**src/common/coc_pkg.sv**
```systemverilog
// Constants, field layout and types shared by the compare output control block.
package coc_pkg;

  // ****************************************
  // Bus and register map
  // ****************************************
  localparam int unsigned DW = 16;
  localparam int unsigned AW = 2;
  localparam logic [AW-1:0] ADDR_CTRL = 2'h0;
  localparam logic [AW-1:0] ADDR_STAT = 2'h1;
  localparam logic [AW-1:0] ADDR_MASK = 2'h2;

  // ****************************************
  // Control register fields
  // ****************************************
  localparam int unsigned BIT_HOLD  = 15;
  localparam int unsigned BIT_FLVL  = 14;
  localparam int unsigned BIT_FORCE = 13;
  localparam int unsigned BIT_INV   = 12;
  localparam int unsigned FW_LSB    = 9;
  localparam int unsigned FW_W      = 2;
  localparam int unsigned BIT_CASC  = 8;
  localparam int unsigned BIT_TRIG  = 7;
  localparam int unsigned BIT_TSTAT = 6;
  localparam int unsigned BIT_TRIS  = 5;
  localparam int unsigned SRC_LSB   = 0;
  localparam int unsigned SRC_W     = 5;
  localparam int unsigned NSRC      = 32;
  localparam logic [DW-1:0] CTRL_RESET = 16'h000C;
  localparam logic [DW-1:0] CTRL_WMASK = 16'hF7BF;

  // ****************************************
  // Compare mode and fine timing
  // ****************************************
  localparam int unsigned MODE_W = 3;
  localparam logic [MODE_W-1:0] MODE_NO_FINE = 3'h1;
  localparam int unsigned QUARTERS = 4;

  // ****************************************
  // Event status bits
  // ****************************************
  localparam int unsigned EV_W     = 3;
  localparam int unsigned EV_FAULT = 0;
  localparam int unsigned EV_TRIG  = 1;
  localparam int unsigned EV_HIT   = 2;
  localparam logic [EV_W-1:0] EV_RESET = 3'h0;

  typedef enum logic {
    FLT_CLEAR  = 1'b0,
    FLT_ACTIVE = 1'b1
  } coc_fault_t;

endpackage

```
**src/common/coc_wave_if.sv**
```systemverilog
// Carrier between the control logic and the edge shaping stage.
interface coc_wave_if;
  logic                             wave;
  logic                             inv;
  logic                             fault;
  logic                             flvl;
  logic [coc_pkg::FW_W-1:0]         delay;
  logic [coc_pkg::QUARTERS-1:0]     phase;
  modport drive (output wave, output inv, output fault, output flvl, output delay, input phase);
  modport shape (input wave, input inv, input fault, input flvl, input delay, output phase);
endinterface

```
**src/coc_edge_delay.sv**
```systemverilog
// Quarter-cycle edge shaping of the compare waveform with invert and fault override.
module coc_edge_delay (
  input wire logic    clk,
  input wire logic    reset_n,
  input wire logic    clk_en,
  coc_wave_if.shape   w
);
  import coc_pkg::*;

  logic                prev_wave_reg;
  logic                prev_wave_next;
  logic                prev_lvl_reg;
  logic                prev_lvl_next;
  logic [QUARTERS-1:0] phase_reg;
  logic [QUARTERS-1:0] phase_next;
  logic                level;
  logic                fall;

  // ****************************************
  // Next phase pattern
  // ****************************************
  always_comb begin
    level          = w.wave ^ w.inv; // see RULE5
    fall           = prev_wave_reg & ~w.wave;
    prev_wave_next = prev_wave_reg;
    prev_lvl_next  = prev_lvl_reg;
    phase_next     = phase_reg;
    if (clk_en) begin
      prev_wave_next = w.wave;
      prev_lvl_next  = level;
      for (int k = 0; k < QUARTERS; k++) begin
        // The wave's falling transition is held back; inverted, that is the rising edge.
        if (fall && (k < int'(w.delay))) begin // see RULE6 see RULE7
          phase_next[k] = prev_lvl_reg;
        end else begin
          phase_next[k] = level;
        end
      end
      if (w.fault) begin
        phase_next = {QUARTERS{w.flvl}}; // see RULE3
      end
    end
  end

  always_ff @(posedge clk) begin
    if (!reset_n) begin
      prev_wave_reg <= 1'b0;
      prev_lvl_reg  <= 1'b0;
      phase_reg     <= '0;
    end else begin
      prev_wave_reg <= prev_wave_next;
      prev_lvl_reg  <= prev_lvl_next;
      phase_reg     <= phase_next;
    end
  end

  assign w.phase = phase_reg;
endmodule

```
**src/coc_compare_output_control.sv**
```systemverilog
// Output compare second control stage: fault, invert, fine edge, cascade, trigger and pin direction.
//
// Summary of operation
// RULE1: With hold selected, fault persists until input gone and software clears flag.
// RULE2: Without hold, fault ends once input gone and a new period starts.
// RULE3: During fault the output is driven to the fault drive level.
// RULE4: Pin forcing set makes a fault turn the pin to output; else unchanged.
// RULE5: Invert set presents the inverse of the generated waveform.
// RULE6: Fine width code delays falling edge by one, two or three quarters.
// RULE7: Inverted, delay moves to rising edge; no delay in compare mode 001.
// RULE8: Cascade joins both channels into one 32-bit compare; clear keeps them apart.
// RULE9: Trigger select starts on the chosen source, otherwise synchronises to it.
// RULE10: Status flag set when triggered and running, zero while held; software writable.
// RULE11: Tristate bit set floats the pin, clear lets the channel drive it.
// RULE12: Software never makes a channel its own trigger source.
// RULE13: Trigger-only inputs are never chosen as synchronisation sources.
// RULE14: Fault input is sampled on the clock; its effect lands within one clock.
//
// Decided for this implementation: the strobed register port and the register addresses.
module coc_compare_output_control (
  input  wire logic                         clk,
  input  wire logic                         reset_n,
  input  wire logic                         clk_en,
  input  wire logic [coc_pkg::AW-1:0]       reg_addr,
  input  wire logic [coc_pkg::DW-1:0]       reg_wdata,
  input  wire logic                         reg_wr,
  input  wire logic                         reg_rd,
  output logic      [coc_pkg::DW-1:0]       reg_rdata,
  input  wire logic                         wave_in,
  input  wire logic [coc_pkg::MODE_W-1:0]   compare_mode,
  input  wire logic                         period_start,
  input  wire logic                         fault_in,
  input  wire logic                         match_lo,
  input  wire logic                         match_hi,
  input  wire logic [coc_pkg::NSRC-1:0]     src_events,
  output logic      [coc_pkg::QUARTERS-1:0] pin_phase,
  output logic                              pin_oe_n,
  output logic                              timer_run,
  output logic                              sync_pulse,
  output logic                              hit_lo,
  output logic                              hit_hi,
  output logic                              cascade_on,
  output logic                              irq
);
  import coc_pkg::*;

  // ****************************************
  // State
  // ****************************************
  logic [DW-1:0]    ctrl_reg;
  logic [DW-1:0]    ctrl_next;
  logic             tstat_reg;
  logic             tstat_next;
  logic [EV_W-1:0]  stat_reg;
  logic [EV_W-1:0]  stat_next;
  logic [EV_W-1:0]  mask_reg;
  logic [EV_W-1:0]  mask_next;
  logic [DW-1:0]    rdata_reg;
  logic [DW-1:0]    rdata_next;
  coc_fault_t       fault_reg;
  coc_fault_t       fault_next;
  logic             oe_n_reg;
  logic             oe_n_next;
  logic             run_reg;
  logic             run_next;
  logic             sync_reg;
  logic             sync_next;
  logic             hit_lo_reg;
  logic             hit_lo_next;
  logic             hit_hi_reg;
  logic             hit_hi_next;
  logic             irq_reg;
  logic             irq_next;

  // ****************************************
  // Decoded fields and events
  // ****************************************
  logic             hold_sel;
  logic             flvl;
  logic             force_out;
  logic             inv;
  logic [FW_W-1:0]  fine;
  logic             casc;
  logic             trig_sel;
  logic             tris;
  logic [SRC_W-1:0] src;
  logic             sel_event;
  logic             fault_now;
  logic [EV_W-1:0]  ev_set;
  logic [DW-1:0]    ctrl_rd;

  always_comb begin
    hold_sel  = ctrl_reg[BIT_HOLD];
    flvl      = ctrl_reg[BIT_FLVL];
    force_out = ctrl_reg[BIT_FORCE];
    inv       = ctrl_reg[BIT_INV];
    fine      = ctrl_reg[FW_LSB +: FW_W];
    casc      = ctrl_reg[BIT_CASC];
    trig_sel  = ctrl_reg[BIT_TRIG];
    tris      = ctrl_reg[BIT_TRIS];
    src       = ctrl_reg[SRC_LSB +: SRC_W];
    // Software is expected to keep the channel itself and trigger-only inputs out of sync use.
    sel_event = src_events[src]; // see RULE12 see RULE13
    ctrl_rd            = ctrl_reg;
    ctrl_rd[BIT_TSTAT] = tstat_reg;
  end

  // ****************************************
  // Fault state machine
  // ****************************************
  always_comb begin
    fault_next = fault_reg;
    if (clk_en) begin
      case (fault_reg)
        FLT_CLEAR: begin
          if (fault_in) begin // see RULE14
            fault_next = FLT_ACTIVE;
          end
        end
        FLT_ACTIVE: begin
          if (!fault_in) begin
            if (hold_sel) begin
              if (!stat_reg[EV_FAULT]) begin // see RULE1
                fault_next = FLT_CLEAR;
              end
            end else if (period_start) begin // see RULE2
              fault_next = FLT_CLEAR;
            end
          end
        end
        default: begin
          fault_next = FLT_CLEAR;
        end
      endcase
    end
  end

  // The shaping stage sees the fault in the same cycle it is sampled.
  always_comb begin
    fault_now = (fault_next == FLT_ACTIVE);
  end

  always_comb begin
    ev_set           = '0;
    ev_set[EV_FAULT] = fault_in;
    ev_set[EV_TRIG]  = trig_sel & sel_event & ~tstat_reg;
    ev_set[EV_HIT]   = hit_lo_next;
  end

  // ****************************************
  // Register port and event status
  // ****************************************
  always_comb begin
    ctrl_next  = ctrl_reg;
    tstat_next = tstat_reg;
    stat_next  = stat_reg;
    mask_next  = mask_reg;
    rdata_next = rdata_reg;
    if (clk_en) begin
      rdata_next = '0;
      if (reg_wr && reg_addr == ADDR_CTRL) begin
        ctrl_next  = reg_wdata & CTRL_WMASK;
        tstat_next = reg_wdata[BIT_TSTAT]; // see RULE10
      end
      if (reg_wr && reg_addr == ADDR_STAT) begin
        stat_next = stat_reg & ~reg_wdata[EV_W-1:0];
      end
      if (reg_wr && reg_addr == ADDR_MASK) begin
        mask_next = reg_wdata[EV_W-1:0];
      end
      // A hardware set in the clearing cycle wins.
      stat_next = stat_next | ev_set;
      // A trigger in the cycle that software clears the flag still starts the timer.
      if (trig_sel && sel_event) begin
        tstat_next = 1'b1; // see RULE10
      end
      if (reg_rd) begin
        case (reg_addr)
          ADDR_CTRL: begin
            rdata_next = ctrl_rd;
          end
          ADDR_STAT: begin
            rdata_next = DW'(stat_reg);
          end
          ADDR_MASK: begin
            rdata_next = DW'(mask_reg);
          end
          default: begin
            rdata_next = '0;
          end
        endcase
      end
    end
  end

  // ****************************************
  // Timer start, cascade, pin and interrupt
  // ****************************************
  always_comb begin
    run_next    = run_reg;
    sync_next   = sync_reg;
    hit_lo_next = hit_lo_reg;
    hit_hi_next = hit_hi_reg;
    oe_n_next   = oe_n_reg;
    irq_next    = irq_reg;
    if (clk_en) begin
      // Trigger mode holds the timer clear until the flag is set; sync mode restarts it.
      run_next    = trig_sel ? tstat_next : 1'b1; // see RULE9
      sync_next   = ~trig_sel & sel_event; // see RULE9
      hit_lo_next = casc ? (match_lo & match_hi) : match_lo; // see RULE8
      hit_hi_next = casc ? 1'b0 : match_hi; // see RULE8
      oe_n_next   = tris & ~(fault_now & force_out); // see RULE4 see RULE11
      irq_next    = |(stat_next & mask_next);
    end
  end

  always_ff @(posedge clk) begin
    if (!reset_n) begin
      ctrl_reg   <= CTRL_RESET;
      tstat_reg  <= 1'b0;
      stat_reg   <= EV_RESET;
      mask_reg   <= EV_RESET;
      rdata_reg  <= '0;
      fault_reg  <= FLT_CLEAR;
      oe_n_reg   <= 1'b0;
      run_reg    <= 1'b1;
      sync_reg   <= 1'b0;
      hit_lo_reg <= 1'b0;
      hit_hi_reg <= 1'b0;
      irq_reg    <= 1'b0;
    end else begin
      ctrl_reg   <= ctrl_next;
      tstat_reg  <= tstat_next;
      stat_reg   <= stat_next;
      mask_reg   <= mask_next;
      rdata_reg  <= rdata_next;
      fault_reg  <= fault_next;
      oe_n_reg   <= oe_n_next;
      run_reg    <= run_next;
      sync_reg   <= sync_next;
      hit_lo_reg <= hit_lo_next;
      hit_hi_reg <= hit_hi_next;
      irq_reg    <= irq_next;
    end
  end

  // ****************************************
  // Edge shaping stage
  // ****************************************
  coc_wave_if wif ();

  always_comb begin
    wif.wave  = wave_in;
    wif.inv   = inv; // see RULE5
    wif.fault = fault_now; // see RULE3
    wif.flvl  = flvl;
    wif.delay = (compare_mode == MODE_NO_FINE) ? '0 : fine; // see RULE7
  end

  coc_edge_delay u_edge (
    .clk     (clk),
    .reset_n (reset_n),
    .clk_en  (clk_en),
    .w       (wif.shape)
  );

  assign pin_phase  = wif.phase;
  assign reg_rdata  = rdata_reg;
  assign pin_oe_n   = oe_n_reg;
  assign timer_run  = run_reg;
  assign sync_pulse = sync_reg;
  assign hit_lo     = hit_lo_reg;
  assign hit_hi     = hit_hi_reg;
  assign cascade_on = ctrl_reg[BIT_CASC];
  assign irq        = irq_reg;
endmodule

```
**config.mk**
```make
export PLATFORM = sky130hd
export DESIGN_NAME = coc_compare_output_control
export DESIGN_NICKNAME = d
export VERILOG_FILES = /design/src/common/coc_pkg.sv /design/src/common/coc_wave_if.sv /design/src/coc_edge_delay.sv /design/src/coc_compare_output_control.sv
export SDC_FILE = /design/constraint.sdc
export NUM_CORES = 1
export LEC_CHECK = 0
export ABC_AREA = 0
export ABC_CLOCK_PERIOD_IN_PS = 4200
export BUFFER_PORTS_ARGS = -buffer_cell sky130_fd_sc_hd__buf_4
export CAP_MARGIN = 0
export CORE_MARGIN = 2
export CORE_UTILIZATION = 39
export DETAILED_ROUTE_END_ITERATION = 6
export PLACE_DENSITY = 0.66
export SKIP_LAST_GASP = 1
export SYNTH_ARGS = -nofsm -noshare
export SYNTH_HDL_FRONTEND = slang
export SYNTH_SLANG_ARGS = --single-unit
```
**constraint.sdc**
```tcl
create_clock -name clk -period 4.2 [get_ports clk]
set_input_delay 0.42 -clock clk [delete_from_list [all_inputs] [get_ports clk]]
set_output_delay 0.42 -clock clk [all_outputs]
set_load 0.05 [all_outputs]
```
After elaboration in Yosys (flattened, before gate mapping)
Index checks and enable logic that the tools add are counted.

Register bits: 50. Input port bits: 63. Output and inout port bits: 27. Word-level logic and storage cells: 77.

Order comparisons: 4. Eq/ne operators: 3. Multiplexer cells: 28. Bitwise operators: 17. Reductions and logical operators: 10.

Operators with widths (count): case mux 16 bit (3 select lines) (1); 2-to-1 mux 1 bit (17); 2-to-1 mux 16 bit (1); 2-to-1 mux 3 bit (5); AND 1 bit (7); logical AND 1 bit (7); AND 3 bit (2); < comparator 5 x 6 -> 1 bit (second input constant) (1); binary-select mux 1 bit (select 5 bit) (1); inverter 1 bit (5); < comparator 1 x 2 -> 1 bit (first input constant) (2); 2-to-1 mux 4 bit (1); equality test 3 x 1 -> 1 bit (second input constant) (1); inverter 3 bit (1); OR 3 bit (1); OR reduction 3 bit (1); equality test 2 x 1 -> 1 bit (second input constant) (1); equality test 2 bit (second input constant) (1); zero test 2 bit (1); < comparator 2 bit (first input constant) (1); 2-to-1 mux 2 bit (1); case mux 1 bit (2 select lines) (1); AND reduction 2 bit (1); XOR 1 bit (1).

Depth between registers and ports, before layout
Depth after elaboration: 8. Gate-level depth with buffers: 7. Mapped depth without buffers: 5.

Cells and area by module
Synthesis repeated with hierarchy kept, for this count alone.

Cells, all modules: 295. Area, all modules: 2568.7 µm².

By module, submodules not included: coc_compare_output_control (instances 1, cells an instance 258, area an instance 2234.6 µm², seq. area each 860.8 µm²); coc_edge_delay (instances 1, cells an instance 37, area an instance 334.1 µm², seq. area each 120.1 µm²).

Worst setup path before layout
No wires, ideal clock.

Path type: input -> register. From: input port compare_mode[1] (netlist bit). To: register u_edge.phase_reg[0] (netlist: u_edge.w.phase[0]). Library setup time: 132 ps. Data arrival time: 1431 ps. Required time: 4068 ps. Slack: 2637 ps. Stages on the path: 5. Buffers on the path: 0. Cell sequence: or3b_1 > o211ai_1 > mux2_1 > mux2i_1 > a21oi_1.

Word-level cells in the longest chain between the ends: 6.

Ends and longest elaborated chain: start: declaration (line coc_compare_output_control.sv:30) `input wire logic [coc_pkg::MODE_W-1:0] compare_mode,`; equality test 3 x 1 -> 1 bit (line coc_compare_output_control.sv:257) `wif.delay = (compare_mode == MODE_NO_FINE) ? '0 : fine;`; 2-to-1 mux 2 bit (line coc_compare_output_control.sv:257); < comparator 1 x 2 -> 1 bit (line coc_edge_delay.sv:33) `if (fall && (k < int'(w.delay))) begin`; logical AND 1 bit (line coc_edge_delay.sv:33); 2-to-1 mux 1 bit (line coc_edge_delay.sv:33); 2-to-1 mux 4 bit (line coc_edge_delay.sv:39) `if (w.fault) begin`; end signal: assignment (line coc_edge_delay.sv:53) `phase_reg <= phase_next;`; end: declaration (line coc_edge_delay.sv:14) `logic [QUARTERS-1:0] phase_reg;`.

No other way between the ends. A chain may end at the register's enable or synchronous reset.

Worst setup path after layout
From: register ctrl_reg[1]. To: register run_reg (netlist: timer_run).

Word-level cells in the longest chain between the ends: 6.

Ends and longest elaborated chain: start: declaration (line coc_compare_output_control.sv:50) `logic [DW-1:0] ctrl_reg;`; start signal: assignment (line coc_compare_output_control.sv:232) `ctrl_reg <= ctrl_next;`; binary-select mux 1 bit (select 5 bit) (line coc_compare_output_control.sv:103) `sel_event = src_events[src];`; 2-to-1 mux 1 bit (not written as such) (line coc_compare_output_control.sv:103); logical AND 1 bit (line coc_compare_output_control.sv:174) `if (trig_sel && sel_event) begin`; 2-to-1 mux 1 bit (line coc_compare_output_control.sv:174); 2-to-1 mux 1 bit (line coc_compare_output_control.sv:159) `if (clk_en) begin`; 2-to-1 mux 1 bit (line coc_compare_output_control.sv:208) `run_next = trig_sel ? tstat_next : 1'b1;`; end signal: assignment (line coc_compare_output_control.sv:239) `run_reg <= run_next;`; end: declaration (line coc_compare_output_control.sv:64) `logic run_reg;`.

No other way between the ends. The select of a mux whose other input is x is not followed.

==> results.sh <==
export IMPL_timing_setup_tns_ns=0
export IMPL_syn_area_per_cell_um2=8.42
export IMPL_first_pass_iters=4
export IMPL_n_antenna_cell=0
export IMPL_hold_end="ctrl_reg[3]$_SDFFE_PN1P_"
export IMPL_synthesis_area_um2=2450
export IMPL_htree_levels=2
export IMPL_cts_inserted_buffers=5
export IMPL_yosysWarnings=0
export IMPL_finalInstanceArea_um2=3230
export IMPL_worstHoldPathCells=3
export IMPL_rows=28
export IMPL_io_pins=90
export IMPL_io_buffers=87
export IMPL_leakagePower_uw=0.00135
export IMPL_antenna_found_initial=0
export IMPL_power_density_nw_per_um2=324
export IMPL_switching_share_pct=24.5
export IMPL_cts_sinks=49
export IMPL_design_core_area_um2=5990
export IMPL_die_w_um=83.3
export IMPL_drt_wl_total_mm=6.27
export IMPL_cp_start_kind="flip-flop"
export IMPL_cp_arrival_ns=2.21
export IMPL_crit_type="reg -> reg"
export IMPL_synth_cell_types=42
export IMPL_synthFlopType="dfxtp_1"
export IMPL_rsz0062_at_grt="no"
export IMPL_routedWlPerCell_um=14.2
export IMPL_endpoint_kind="flip-flop"
export IMPL_setup_violations=0
export IMPL_r2r_start="ctrl_reg[1]$_SDFFE_PN0P_"
export IMPL_hp_start="reg_wdata[3]"
export IMPL_synth_top_cells_by_area="dfxtp_1 40%, mux2i_1 11%, a21oi_1 8.6%"
export IMPL_largest_reg_flops=15
export IMPL_grt_max_degree=50
export IMPL_synth_nets=354
export IMPL_nFillCells=557
export IMPL_grt_pass1_wl_mm=10.3
export IMPL_fin_crit_ns=1.97
export IMPL_cts_tree="yes"
export IMPL_layout_drive_gt1_share_pct=27.7
export IMPL_synth_commonest_cells="49 x dfxtp_1, 42 x a21oi_1, 35 x nand2_1"
export IMPL_rr_endpoint="timer_run$_SDFFE_PN1P_"
export IMPL_p_sw_uw=256
export IMPL_via_count=2280
export IMPL_worst_slew_pin_slew_ns=0.930
export IMPL_p_int_uw=790
export IMPL_postCtsSetupRepairBufs=0
export IMPL_period_share_pct=47.0
export IMPL_overflow=0
export IMPL_dieArea_um2=6930
export IMPL_start_util_pct=40.9
export IMPL_clockPowerShare_pct=37.9
export IMPL_clk_pin_slew_worst_paths_ns=0.09
export IMPL_synthToLayoutAreaGrowth_pct=31.7
export IMPL_slew_headroom_pct=37.9
export IMPL_skew_ns=0.00574
export IMPL_finalMaxSlewViolations=0
export IMPL_hp_class="in -> reg"
export IMPL_clk_latency_ns=0.30
export IMPL_outcome="completed"
export IMPL_yosysTopAreaCellShare_pct=40.0
export IMPL_worstPathMaxFanout=18
export IMPL_vias_per_cell=5.15
export IMPL_cts_root_buf="clkbuf_8"
export IMPL_grt_total_usage_pct=17.9
export IMPL_synth_edf_count=0
export IMPL_drc_errors=0
export IMPL_max_freq_mhz=507
export IMPL_synthCells=291
export IMPL_cts_resized_gates=0
export IMPL_max_vdd_ir_drop_v=0.000177
export IMPL_dpl_cell_area_um2=3090
export IMPL_ant_nets=0
export IMPL_layout_nets=430
export IMPL_synth_async_reset_ratio_pct=0
export IMPL_yosys_cell_count_top_type="dfxtp_1"
export IMPL_synth_top_cell_by_area="dfxtp_1"
export IMPL_gp_congestion=0.791
export IMPL_combPwrFrac_pct=15.3
export IMPL_timing_max_cap_violations=0
export IMPL_ys_seq_elements=49
export IMPL_crit_required_ns=4.43
export IMPL_cts_hold_buf=0
export IMPL_synth_seq_area_share_pct=40.0
export IMPL_ff2ff_path_depth=5
export IMPL_die_y_um=83.3
export IMPL_seqPwrFrac_pct=46.8
export IMPL_utilization_pct=53.9
export IMPL_grt_pass1_vias=2120
export IMPL_clockBufferDepth=2
export IMPL_seqCellArea_um2=981
export IMPL_detailed_place_hpwl_mm=4.55
export IMPL_multi_input_area_um2=1340
export IMPL_dr_first_iter_drc_count=129
export IMPL_power_total_uw=1050
export IMPL_hold_viol_final=0
export IMPL_ff2ff_setup_slack_ns=2.23
## metrics by stage
step,hold WS (ns),setup WS (ns),std cells
floorplan,0.450,2.64,291
global placement,0.460,2.14,435
detailed placement,0.467,2.10,435
CTS,0.336,2.21,443
global route,0.343,2.04,443
finish,0.334,2.23,443
## per-layer routing
metal / up-vias / wire [um] / global-route usage, %
li1: 1156 / - / -
met1: 1066 / 2960 / 24.2
met2: 53 / 2960 / 28.6
met3: 5 / 292 / 3.88
met4: 0 / 58 / 5.22
met5: - / 0 / 0
## layout make-up
cell class                 count  area share [%]
multi-input combinational    217            41.4
sequential                    49            30.4
timing repair buffer          88            20.5
tap                           75            2.91
clock buffer                   5            2.13
clock inverter                 3            2.02
inverter                       6           0.698
## placed cells by master, fill, tap and decap left out, types with 4 or more instances in the layout
master	count
nor2b_1	19
nand3_1	14
o21ai_1	4
mux2i_1	28
a21oi_1	42
dfxtp_1	49
nand2_1	35
nand2b_1	9
clkbuf_8	5
buf_4	88
nor2_1	22
o21ai_0	8
o211ai_1	5
inv_1	6
## how the worst max path moves through the flow
| stage | startpoint | slack, ns | depth (start not counted) | endpoint |
|---|---|---|---|---|
| floorplan | compare_mode[1] | 2.64 | 5 | u_edge.w.phase[0]$_SDFFE_PN0P_ |
| global placement | clk_en | 2.14 | 5 | ctrl_reg[2]$_SDFFE_PN1P_ |
| detailed placement | clk_en | 2.10 | 5 | ctrl_reg[2]$_SDFFE_PN1P_ |
| CTS | ctrl_reg[1]$_SDFFE_PN0P_ | 2.21 | 5 | timer_run$_SDFFE_PN1P_ |
| global route | ctrl_reg[1]$_SDFFE_PN0P_ | 2.04 | 5 | timer_run$_SDFFE_PN1P_ |
| finish | ctrl_reg[1]$_SDFFE_PN0P_ | 2.23 | 5 | timer_run$_SDFFE_PN1P_ |
## cell families after synthesis
group,Yosys count,share of synthesized area (%)
and+or+nand+nor,113,23.8
AOI/OAI and AO/OA,71,17.4
DFF,49,40.0
muxes,31,12.8
buffers and inverters,25,5.46
xor gates and xnor gates,1,0.357
other,1,0.153
## worst max-delay path, stage by stage, from the launching register on
cell and delay [ns]:
dfxtp_1 0.94, mux2i_1 0.19, a211oi_1 0.31, nand3_1 0.11, and4_4 0.18, a41oi_2 0.17
## power groups by stage
stage / registers [uW] / clock network [uW] / logic [uW]
final: 490 / 396 / 160
after global routing: 493 / 425 / 174
after CTS: 490 / 405 / 161
after detailed placement: 501 / 0 / 161
after global placement: 500 / 0 / 159
after floorplan: 519 / 0 / 73.0
(Power assumes the default switching activity.)
